===== config.mk =====
export PLATFORM = sky130hd
export DESIGN_NAME = plc_ctrl
export DESIGN_NICKNAME = d
export VERILOG_FILES = /design/src/plc_pkg.sv /design/src/plc_ctrl.sv /design/src/plc_lock_detect.sv
export SDC_FILE = /design/constraint.sdc
export NUM_CORES = 1
export LEC_CHECK = 0
export ABC_AREA = 1
export BUFFER_PORTS_ARGS = -buffer_cell sky130_fd_sc_hd__buf_4
export CORE_AREA = 10 10 99 101
export DETAILED_ROUTE_END_ITERATION = 10
export DIE_AREA = 0 0 109 111
export GPL_TIMING_DRIVEN = 0
export PLACE_DENSITY = 0.87
export SLEW_MARGIN = 20
export SYNTH_ARGS = -nofsm -noshare
export SYNTH_HDL_FRONTEND = slang
export SYNTH_HIERARCHICAL = 1
export SYNTH_SLANG_ARGS = --single-unit

===== constraint.sdc =====
create_clock -name aclk -period 1.6 [get_ports aclk]
set_clock_uncertainty 0.15 [all_clocks]
set_input_delay 0.16 -clock aclk [delete_from_list [all_inputs] [get_ports aclk]]
set_output_delay 0.16 -clock aclk [all_outputs]
set_load 0.01 [all_outputs]

===== src/plc_pkg.sv =====
// constants, types and reset state of the loop multiplier/lock control
package plc_pkg;
  localparam int ADDR_W = 8;
  localparam logic [7:0] OFF_CTRL = 8'h00;
  localparam logic [7:0] OFF_BWC = 8'h04;
  localparam logic [7:0] OFF_MULH = 8'h08;
  localparam logic [7:0] OFF_MULL = 8'h0C;
  localparam logic [7:0] OFF_RANGE = 8'h10;
  localparam int NREG = 5;
  localparam int HIT_CTRL = 0;
  localparam int HIT_BWC = 1;
  localparam int HIT_MULH = 2;
  localparam int HIT_MULL = 3;
  localparam int HIT_RANGE = 4;
  localparam int CTRL_IE = 7;
  localparam int CTRL_FLAG = 6;
  localparam int CTRL_EN = 5;
  localparam int CTRL_BCS = 4;
  localparam int VPR_HI = 1;
  localparam int VPR_LO = 0;
  localparam int BWC_AUTO = 7;
  localparam int BWC_LOCK = 6;
  localparam int MULH_HI = 3;
  localparam int SYNC_STAGES = 2;
  localparam logic [7:0] MULL_RST = 8'h40;
  localparam logic [3:0] MULH_RST = 4'h0;
  localparam logic [7:0] RANGE_RST = 8'h40;
  localparam logic [7:0] RANGE_OFF = 8'h00;
  localparam logic [11:0] DIV_ZERO = 12'h000;
  localparam logic [11:0] DIV_MIN = 12'h001;
  localparam logic [11:0] DIV_RST = 12'h040;
  localparam logic [1:0] RESP_OKAY = 2'h0;
  localparam logic [1:0] RESP_SLVERR = 2'h2;

  typedef enum logic [4:0] {
    BUS_IDLE = 5'h01,
    BUS_WACC = 5'h02,
    BUS_WRESP = 5'h04,
    BUS_RACC = 5'h08,
    BUS_RRESP = 5'h10
  } plc_bus_e;

  typedef struct packed {
    logic ie;
    logic flag;
    logic en;
    logic base_clock_select;
    logic [1:0] vpr;
    logic auto_bw;
    logic [3:0] mulh;
    logic [7:0] mull;
    logic [7:0] range;
  } plc_regs_s;

  typedef struct packed {
    logic loop_run;
    logic osc_run;
    logic base_clk_en;
    logic vco_sel;
    logic irq;
    logic [11:0] fb_div;
    logic [7:0] range_l;
    logic [1:0] range_e;
  } plc_cgm_s;

  typedef struct packed {
    plc_bus_e bus;
    logic awready;
    logic wready;
    logic bvalid;
    logic [1:0] bresp;
    logic arready;
    logic rvalid;
    logic [31:0] rdata;
    logic [1:0] rresp;
    plc_regs_s regs;
    plc_cgm_s clock_generator;
  } plc_state_s;

  localparam plc_state_s STATE_RST = '{
    bus: BUS_IDLE, awready: 1'b0, wready: 1'b0, bvalid: 1'b0,
    bresp: RESP_OKAY, arready: 1'b0, rvalid: 1'b0,
    rdata: 32'h0000_0000, rresp: RESP_OKAY,
    regs: '{ie: 1'b0, flag: 1'b0, en: 1'b1, base_clock_select: 1'b0, vpr: 2'h0,
            auto_bw: 1'b0, mulh: MULH_RST, mull: MULL_RST,
            range: RANGE_RST},
    clock_generator: '{loop_run: 1'b1, osc_run: 1'b1, base_clk_en: 1'b1,
           vco_sel: 1'b0, irq: 1'b0, fb_div: DIV_RST,
           range_l: RANGE_RST, range_e: 2'h0}
  };
endpackage : plc_pkg


===== src/plc_ctrl.sv =====
// loop multiplier, range and lock-change control with AXI4-Lite slave
`timescale 1ns/1ps
`default_nettype none
module plc_ctrl (
  // clock and reset
  input wire logic aclk,
  input wire logic aresetn,
  // axi4-lite write address
  input wire logic awvalid,
  output logic awready,
  input wire logic [plc_pkg::ADDR_W-1:0] awaddr,
  input wire logic [2:0] awprot,
  // axi4-lite write data
  input wire logic wvalid,
  output logic wready,
  input wire logic [31:0] wdata,
  input wire logic [3:0] wstrb,
  // axi4-lite write response
  output logic bvalid,
  input wire logic bready,
  output logic [1:0] bresp,
  // axi4-lite read address
  input wire logic arvalid,
  output logic arready,
  input wire logic [plc_pkg::ADDR_W-1:0] araddr,
  input wire logic [2:0] arprot,
  // axi4-lite read data
  output logic rvalid,
  input wire logic rready,
  output logic [31:0] rdata,
  output logic [1:0] rresp,
  // analog lock indicator
  input wire logic lock_in,
  // system state, same clock
  input wire logic stop_mode,
  input wire logic oscillator_in_stop_enable,
  input wire logic break_active,
  input wire logic break_clear_enable,
  // clock generator controls
  output plc_pkg::plc_cgm_s clock_generator
);
  import plc_pkg::*;

  plc_state_s s;
  plc_state_s next_s;
  logic lock_sync;
  logic lock_toggle;
  logic [NREG-1:0] wr_hit;
  logic [NREG-1:0] rd_hit;
  logic flag_keep;
  logic stop_full;

  // one-hot register select; all zero means unmapped
  function automatic logic [NREG-1:0] reg_hit(
    input logic [ADDR_W-1:0] a);
    logic [NREG-1:0] h;
    h = '0;
    h[HIT_CTRL] = (a == OFF_CTRL);
    h[HIT_BWC] = (a == OFF_BWC);
    h[HIT_MULH] = (a == OFF_MULH);
    h[HIT_MULL] = (a == OFF_MULL);
    h[HIT_RANGE] = (a == OFF_RANGE);
    return h;
  endfunction : reg_hit

  plc_lock_detect u_lock (
    .aclk(aclk),
    .aresetn(aresetn),
    .lock_async(lock_in),
    .lock_sync(lock_sync),
    .lock_toggle(lock_toggle)
  );

  assign wr_hit = reg_hit(awaddr);
  assign rd_hit = reg_hit(araddr);
  // protection bits carry no meaning here
  // a break without clear enable stops control reads clearing the flag
  assign flag_keep = break_active && !break_clear_enable;
  assign stop_full = stop_mode && !oscillator_in_stop_enable;

  always_comb begin
    next_s = s;
    case (s.bus)
      BUS_IDLE: begin
        if (awvalid && wvalid) begin
          next_s.awready = 1'b1;
          next_s.wready = 1'b1;
          next_s.bus = BUS_WACC;
        end else if (arvalid) begin
          next_s.arready = 1'b1;
          next_s.bus = BUS_RACC;
        end
      end
      BUS_WACC: begin
        next_s.awready = 1'b0;
        next_s.wready = 1'b0;
        next_s.bvalid = 1'b1;
        // refused protected writes still answer OKAY
        next_s.bresp = (wr_hit == '0) ? RESP_SLVERR : RESP_OKAY;
        next_s.bus = BUS_WRESP;
        if (wstrb[0]) begin
          if (wr_hit[HIT_CTRL]) begin
            if (s.regs.auto_bw) begin
              next_s.regs.ie = wdata[CTRL_IE];
            end
            if (!s.regs.en) begin
              next_s.regs.vpr = wdata[VPR_HI:VPR_LO];
            end
            // loop cannot drop while it drives the base clock
            next_s.regs.en = wdata[CTRL_EN] | s.regs.base_clock_select;
            // two writes needed: enable first, then select
            next_s.regs.base_clock_select = wdata[CTRL_BCS] & s.regs.en;
          end
          if (wr_hit[HIT_BWC]) begin
            next_s.regs.auto_bw = wdata[BWC_AUTO];
          end
          if (wr_hit[HIT_MULH] && !s.regs.en) begin
            next_s.regs.mulh = wdata[MULH_HI:0];
          end
          if (wr_hit[HIT_MULL] && !s.regs.en) begin
            next_s.regs.mull = wdata[7:0];
          end
          if (wr_hit[HIT_RANGE] && !s.regs.en) begin
            next_s.regs.range = wdata[7:0];
          end
        end
      end
      BUS_WRESP: begin
        if (bready) begin
          next_s.bvalid = 1'b0;
          next_s.bus = BUS_IDLE;
        end
      end
      BUS_RACC: begin
        next_s.arready = 1'b0;
        next_s.rvalid = 1'b1;
        next_s.rresp = (rd_hit == '0) ? RESP_SLVERR : RESP_OKAY;
        next_s.rdata = '0;
        if (rd_hit[HIT_CTRL]) begin
          next_s.rdata[CTRL_IE] = s.regs.ie;
          next_s.rdata[CTRL_FLAG] = s.regs.flag & s.regs.auto_bw;
          next_s.rdata[CTRL_EN] = s.regs.en;
          next_s.rdata[CTRL_BCS] = s.regs.base_clock_select;
          next_s.rdata[VPR_HI:VPR_LO] = s.regs.vpr;
          if (!flag_keep) begin
            next_s.regs.flag = 1'b0;
          end
        end
        if (rd_hit[HIT_BWC]) begin
          next_s.rdata[BWC_AUTO] = s.regs.auto_bw;
          next_s.rdata[BWC_LOCK] = lock_sync & s.regs.auto_bw;
        end
        if (rd_hit[HIT_MULH]) begin
          next_s.rdata[MULH_HI:0] = s.regs.mulh;
        end
        if (rd_hit[HIT_MULL]) begin
          next_s.rdata[7:0] = s.regs.mull;
        end
        if (rd_hit[HIT_RANGE]) begin
          next_s.rdata[7:0] = s.regs.range;
        end
        next_s.bus = BUS_RRESP;
      end
      BUS_RRESP: begin
        if (rready) begin
          next_s.rvalid = 1'b0;
          next_s.bus = BUS_IDLE;
        end
      end
      default: begin
        next_s.bus = BUS_IDLE;
        next_s.awready = 1'b0;
        next_s.wready = 1'b0;
        next_s.arready = 1'b0;
        next_s.bvalid = 1'b0;
        next_s.rvalid = 1'b0;
      end
    endcase
    // interrupt enable bit only writable in automatic mode
    if (!next_s.regs.auto_bw) begin
      next_s.regs.ie = 1'b0;
    end
    if (next_s.regs.range == RANGE_OFF) begin
      next_s.regs.en = 1'b0;
      next_s.regs.base_clock_select = 1'b0;
    end
    if (!next_s.regs.en) begin
      next_s.regs.base_clock_select = 1'b0;
    end
    // set wins over a read clear in the same cycle
    if (s.regs.auto_bw && lock_toggle) begin
      next_s.regs.flag = 1'b1;
    end
    // wait mode has no input here: nothing changes on it
    next_s.clock_generator.loop_run = next_s.regs.en && !stop_mode;
    next_s.clock_generator.osc_run = !stop_full;
    next_s.clock_generator.base_clk_en = !stop_full;
    next_s.clock_generator.vco_sel = next_s.regs.base_clock_select;
    next_s.clock_generator.irq = next_s.regs.auto_bw && next_s.regs.ie &&
                     next_s.regs.flag && !stop_full;
    next_s.clock_generator.fb_div = {next_s.regs.mulh, next_s.regs.mull};
    if (next_s.clock_generator.fb_div == DIV_ZERO) begin
      next_s.clock_generator.fb_div = DIV_MIN;
    end
    next_s.clock_generator.range_l = next_s.regs.range;
    next_s.clock_generator.range_e = next_s.regs.vpr;
  end

  always_ff @(posedge aclk) begin
    if (!aresetn) begin
      s <= STATE_RST;
    end else begin
      s <= next_s;
    end
  end

  assign awready = s.awready;
  assign wready = s.wready;
  assign bvalid = s.bvalid;
  assign bresp = s.bresp;
  assign arready = s.arready;
  assign rvalid = s.rvalid;
  assign rdata = s.rdata;
  assign rresp = s.rresp;
  assign clock_generator = s.clock_generator;
endmodule : plc_ctrl
`default_nettype wire


===== src/plc_lock_detect.sv =====
// lock indicator synchroniser and toggle detector
`timescale 1ns/1ps
`default_nettype none
module plc_lock_detect (
  // clock and reset
  input wire logic aclk,
  input wire logic aresetn,
  // analog lock indicator
  input wire logic lock_async,
  // synchronised level and change pulse
  output logic lock_sync,
  output logic lock_toggle
);
  import plc_pkg::*;

  typedef struct packed {
    logic [SYNC_STAGES-1:0] sync;
    logic prev;
    logic toggle;
  } plc_det_s;

  plc_det_s s;
  plc_det_s next_s;
  wire logic [SYNC_STAGES-1:0] sync_d;

  // each stage only feeds the following one
  generate
    for (genvar i = 0; i < SYNC_STAGES; i++) begin : g_sync
      if (i == 0) begin : g_first
        assign sync_d[i] = lock_async;
      end else begin : g_rest
        assign sync_d[i] = s.sync[i-1];
      end
    end
  endgenerate

  always_comb begin
    next_s = s;
    next_s.sync = sync_d;
    next_s.prev = s.sync[SYNC_STAGES-1];
    next_s.toggle = s.sync[SYNC_STAGES-1] ^ s.prev;
  end

  always_ff @(posedge aclk) begin
    if (!aresetn) begin
      s <= '0;
    end else begin
      s <= next_s;
    end
  end

  assign lock_sync = s.prev;
  assign lock_toggle = s.toggle;
endmodule : plc_lock_detect
`default_nettype wire


# Yosys cells after proc, flatten, opt, wreduce, memory -nomap -nowiden
# Cells that the tools add are included.
[word_totals] register_bits=68 latch_bits=0 ramBits=0 romBits=0 out_inout_bits=68 memories=0
[op_classes] n_addsub=0 multipliers=0 div=0 order_cmp=0 n_eq_ne=19 shift=0 n_mux=41 bitwise_logic=12 reduce_logical=35
[op_table] operator="2-to-1 mux 25 bit" n=2
[op_table] operator="equality test 8 x 4 -> 1 bit, second input constant" n=4
[op_table] operator="2-to-1 mux 8 bit" n=4
[op_table] operator="one-hot mux 5 bit (5 select lines)" n=1
[op_table] operator="zero test 8 bit" n=3
[op_table] operator="2-to-1 mux 5 bit" n=4
[op_table] operator="equality test 8 x 3 -> 1 bit, second input constant" n=2
[op_table] operator="equality test 8 x 5 -> 1 bit, second input constant" n=2
[op_table] operator="2-to-1 mux 4 bit" n=4
[op_table] operator="OR reduction 3 bit" n=5
[op_table] operator="2-to-1 mux 1 bit" n=14
[op_table] operator="2-to-1 mux 2 bit" n=7
[op_table] operator="zero test 12 bit" n=1
[op_table] operator="logical AND 1 bit" n=11
[op_table] operator="zero test 5 bit" n=2
[op_table] operator="!= test 2 bit, second input constant" n=5
[op_table] operator="AND reduction 3 bit" n=3
[op_table] operator="2-to-1 mux 7 bit" n=1
[op_table] operator="NOT 1 bit" n=7
[op_table] operator="one-hot mux 1 bit (3 select lines)" n=2
[op_table] operator="AND reduction 2 bit" n=3
[op_table] operator="equality test 5 x 1 -> 1 bit, second input constant" n=1
[op_table] operator="equality test 5 x 2 -> 1 bit, second input constant" n=1
[op_table] operator="equality test 5 x 3 -> 1 bit, second input constant" n=1
[op_table] operator="11 further kinds" n=17

# Depth between registers and ports, before layout
[depth] depth_word=9 depth_mapped=12 ltp_nobuf=12

# Modules after synthesis
# Netlist, hierarchy kept.
[by_module_without_submodules] module="plc_ctrl" n_inst=1 cells_each=454 area_each_um2=3260.6 seq_area_each_um2=1221.2
[by_module_without_submodules] module="plc_lock_detect" n_inst=1 cells_each=14 area_each_um2=118.9 seq_area_each_um2=80.1

# Worst setup path before layout
# No wires, ideal clock.
[synth_timing] kind="reg-to-reg" start="register s[97] in the netlist's numbering" end="register s[51] in the netlist's numbering" arrival_time_ns=1.280 slack_ns=0.054 stages_incl_launch_ff=11 cell_sequence="dfxtp_1 > nor2_4 > nand3_4 > nor2_8 > nand3_1 > nand2_1 > nand2_1 > nor2_1 > nand2_1 > nand2_1 > nand2_1"
[synth_via] elab_chain_cells=4
[synth_rtl] element="start: declaration" line="plc_ctrl.sv:44" source="plc_state_s s;"
[synth_rtl] element="start signal: assignment" line="plc_ctrl.sv:213" source="s <= next_s;"
[synth_rtl] element="equality test 5 x 2 -> 1 bit *" line="plc_ctrl.sv:83" source="case (s.bus)"
[synth_rtl] element="2-to-1 mux 25 bit *" line="plc_ctrl.sv:83"
[synth_rtl] element="zero test 8 bit" line="plc_ctrl.sv:183" source="if (next_s.regs.range == RANGE_OFF) begin"
[synth_rtl] element="2-to-1 mux 2 bit *" line="plc_ctrl.sv:183"
# Mark *: on every way between the ends. The rest lies on a longest branch, timed or not. The select of a mux whose other input is x is not followed.
# A chain may end at the register's enable or synchronous reset.

# Worst setup path after layout
[layout_timing] start="register s[96] in the netlist's numbering" end="register s (netlist bit clock_generator[23])"
[layout_via] elab_chain_cells=6 elab_cells_between_ends=7
[layout_rtl] element="equality test 5 x 2 -> 1 bit *" line="plc_ctrl.sv:83"
[layout_rtl] element="2-to-1 mux 25 bit" line="plc_ctrl.sv:83"
[layout_rtl] element="zero test 8 bit" line="plc_ctrl.sv:183"
[layout_rtl] element="2-to-1 mux 2 bit" line="plc_ctrl.sv:183"
[layout_rtl] element="NOT 1 bit (no source line)"
[layout_rtl] element="OR reduction 3 bit (no source line)"
# Marked as above.

==> summary.txt <==
Share of the synthesized area in the top cell type -> 0.385
Worst setup path class -> reg2reg
Critical Path AT -> 1.95 ns
Combinational power share -> 0.240
Die outline width -> 109 um
Clock sink count -> 65
Ys flop type -> dfxtp_1
CTS Buffer Depth -> 2
Clock root buffer -> clkbuf_8
Worst vdd ir -> 437 uV
Ant. Diodes -> 0
RePlAce Congestion -> 0.911
DRC -> 0
Largest net degree at the start of global routing -> 11
Chip height -> 111 um
Setup ws final -> -0.219 ns
Power per cell area -> 816 nW/um2
Placed Area -> 4190 um2
Cell with the most instances after synthesis -> nand2_1
H-tree depth -> 3
Adder-cell area share of the yosys netlist -> 0
Vias per inst -> 4.77
Largest area contributor in the netlist -> dfxtp_1
Combinational family with the most area after synthesis -> simple AND/OR/NAND/NOR gates
Mux contribution to synthesized area -> 0.00333
Ranking of synthesized cells by area -> dfxtp_1 39%, buf_4 14%, nand2_1 11%, nor2_1 7.1%, inv_1 6.7%
Slowest CP cell -> dfxtp_2
Worst Hold Class -> in2reg
Vias -> 3463
Flop pwr share -> 0.446
Share of cells above drive strength 1 -> 0.411
Post-synth EDFFs -> 0
Period utilization -> 1.14
Antenna Nets Post-Route -> 0
R2R setup slack -> -0.22 ns
Post-Syn Area -> 3380 um2
Period minus WS final -> 1.82 ns
YS warnings -> 6
Leakage -> 2.50 nW
Status -> finished with violations
Nets@finish -> 686
WP data required -> 1.73 ns
Area growth syn-to-layout -> 44.1%
Post-Synthesis Cells -> 468
Initial antenna violation count -> 0
Final slew viol count -> 0
Yosys reg bits -> 65
Cell repeated most along the worst path -> nand2_2
IO Port Bufs -> 78
Max Freq -> 0.550 GHz
FP Rows -> 33
Worst-path cell chain -> inv_2 > nor2_4 > nand3_4 > nor2_4 > nand2_4 > nand2_1 > nand2_2 > nand2_2 > nor2_1 > nand2_2 > nand2_2 > nor2_1
DR pass1 iterations -> 5
Synth Area in XOR/XNOR -> 0
Top cells by count, synth -> 95 x nand2_1, 65 x dfxtp_1, 64 x buf_4, 64 x nor2_1, 60 x inv_1
Clock Latency Late Sink -> 0.35 ns
Internal cell power -> 0.00282 W
First-pass GRT wire length -> 16000 um
Core area -> 7970 um2
Iteration-0 DRC Markers -> 180
Clk slew on worst S/H paths -> 0.07 ns
Ys async rst share -> 0
HPWL after detailed placement -> 7460 um
CP Max Fanout -> 8
Post-Synth Simple-Gate Area -> 0.299
Design Area, Final -> 4870 um2
Vias in the first global route -> 3421
Clk pwr share -> 0.314
GRT overflow -> 0
Initial Util -> 0.424
Pwr Total -> 0.00397 W
Final hold violations -> 0
Worst-Margin Slew -> 0.748 ns
CP startpoint kind -> flip-flop
Unique masters post-synth -> 36
Crit. End Element -> flip-flop
CTS Buf Count -> 9
Max Cap Viol -> 0
Seq/Total Area, Yosys -> 0.385
Crit-path max cell delay -> 0.38 ns
DR WL/cell -> 14.1 um
Drt total wl -> 10200 um
Rel. slew slack -> 0.497
Unrepaired setup endpoints after global routing -> yes
Sw frac -> 0.289
Ports -> 138
TritonCTS clock tree -> yes
Die area -> 12100 um2
Complex-gate fraction of the synthesized area -> 0.0889
Failing checks -> setup timing
Synth Area per Inst -> 7.22 um2
Total GRT Usage -> 0.162
Net switching power figure -> 0.00115 W
Setup Viol. Count Final -> 15
[stage by stage]
stage          hold WS, ns  cells  utilization  setup slack [ns]  setup TNS, ns
2_1_floorplan        0.102    493            -            0.0536              0
3_3_place_gp         0.191    676        0.526            -0.470          -6.99
3_5_place_dp         0.201    676        0.526            -0.476          -7.81
4_1_cts             0.0179    719        0.586            -0.160          -1.14
5_1_grt             0.0690    726        0.611            -0.329          -3.70
6_report            0.0392    726        0.611            -0.219          -1.70
[logic make-up (layout without fill, tap and decap cells)]
group,Yosys count,after routing
flip-flops,65,65
other,1,26
AO/OA/AOI/OAI,51,51
buffers and inverters,134,261
multiplexers,1,1
AND/OR/NAND/NOR,216,217
[routing by layer]
| layer | share of wire | global-route usage |
|---|---|---|
| met5 | 0 | 0 |
| met4 | 0.030 | 0.0624 |
| met3 | 0.091 | 0.0459 |
| met2 | 0.48 | 0.269 |
| met1 | 0.40 | 0.190 |
[sequential cells by signal, summed over array words and instances (netlist names)]
signal	cells
arready	1
rresp	1
clock_generator	26
bvalid	1
u_lock/next_s	2
rdata	8
awready	1
bresp	1
s	21
rvalid	1
u_lock/lock_toggle	1
u_lock/lock_sync	1
[power by group through the flow]
stage	registers, W	clock network (W)	logic (W)
global placement	0.00179	0	0.000729
detailed placement	0.00180	0	0.000745
global route	0.00178	0.00130	0.00103
floorplan	0.00179	0	0.000472
finish	0.00177	0.00125	0.000953
CTS	0.00176	0.00125	0.000821
[cell type report]
cell class | count | area, um2
fill | 668 | 3100
multi-input combinational | 295 | 1610
sequential | 65 | 1310
timing repair buffer | 111 | 886
buffer | 73 | 537
inverter | 61 | 229
clock buffer | 13 | 159
tap | 105 | 131
clock inverter | 3 | 15.0
[cell usage in the layout (no fill, tap or decap), types with 3 or more instances in the layout]
cell type,netlist,layout
nand4_1,12,12
nor2_1,64,56
conb_1,1,26
inv_1,60,56
o21ai_2,2,3
o21ai_0,15,15
dfxtp_2,0,4
nor2_8,3,3
nand3_4,2,3
clkbuf_1,6,5
nand3_1,26,20
buf_4,64,158
buf_6,1,8
a31oi_1,4,4
dlygate4sd3_1,0,12
clkinv_2,0,3
clkbuf_8,0,11
nand2_1,95,69
nor2_4,2,6
a21oi_1,17,16
nand2_2,0,26
nand3_2,0,5
dfxtp_1,65,61
nor2_2,3,8
inv_2,1,5
[worst paths after layout]
| path | from | endpoint | depth (start not counted) |
|---|---|---|---|
| max | s[96] | clock_generator[23] | 12 |
| min | bready | s[97] | 4 |
| max reg2reg | s[96] | clock_generator[23] | 12 |
| min reg2reg | u_lock/next_s[3] | u_lock/next_s[1] | 2 |
[critical path: cells and delay by family (launching register included)]
family	cells	cell delay (ns)
flip-flops	1	0.38
AND/OR/NAND/NOR	11	1.18
buffers and inverters	1	0.06
[timing repair]
item	in CTS	in global routing
pin swaps	14	17
hold buffers	12	0
setup endpoints to repair	30	42
buffers inserted	14	8
hold endpoints to repair	17	0
gates resized for setup	24	53
cloned	1	0
(Power assumes the default switching activity.)
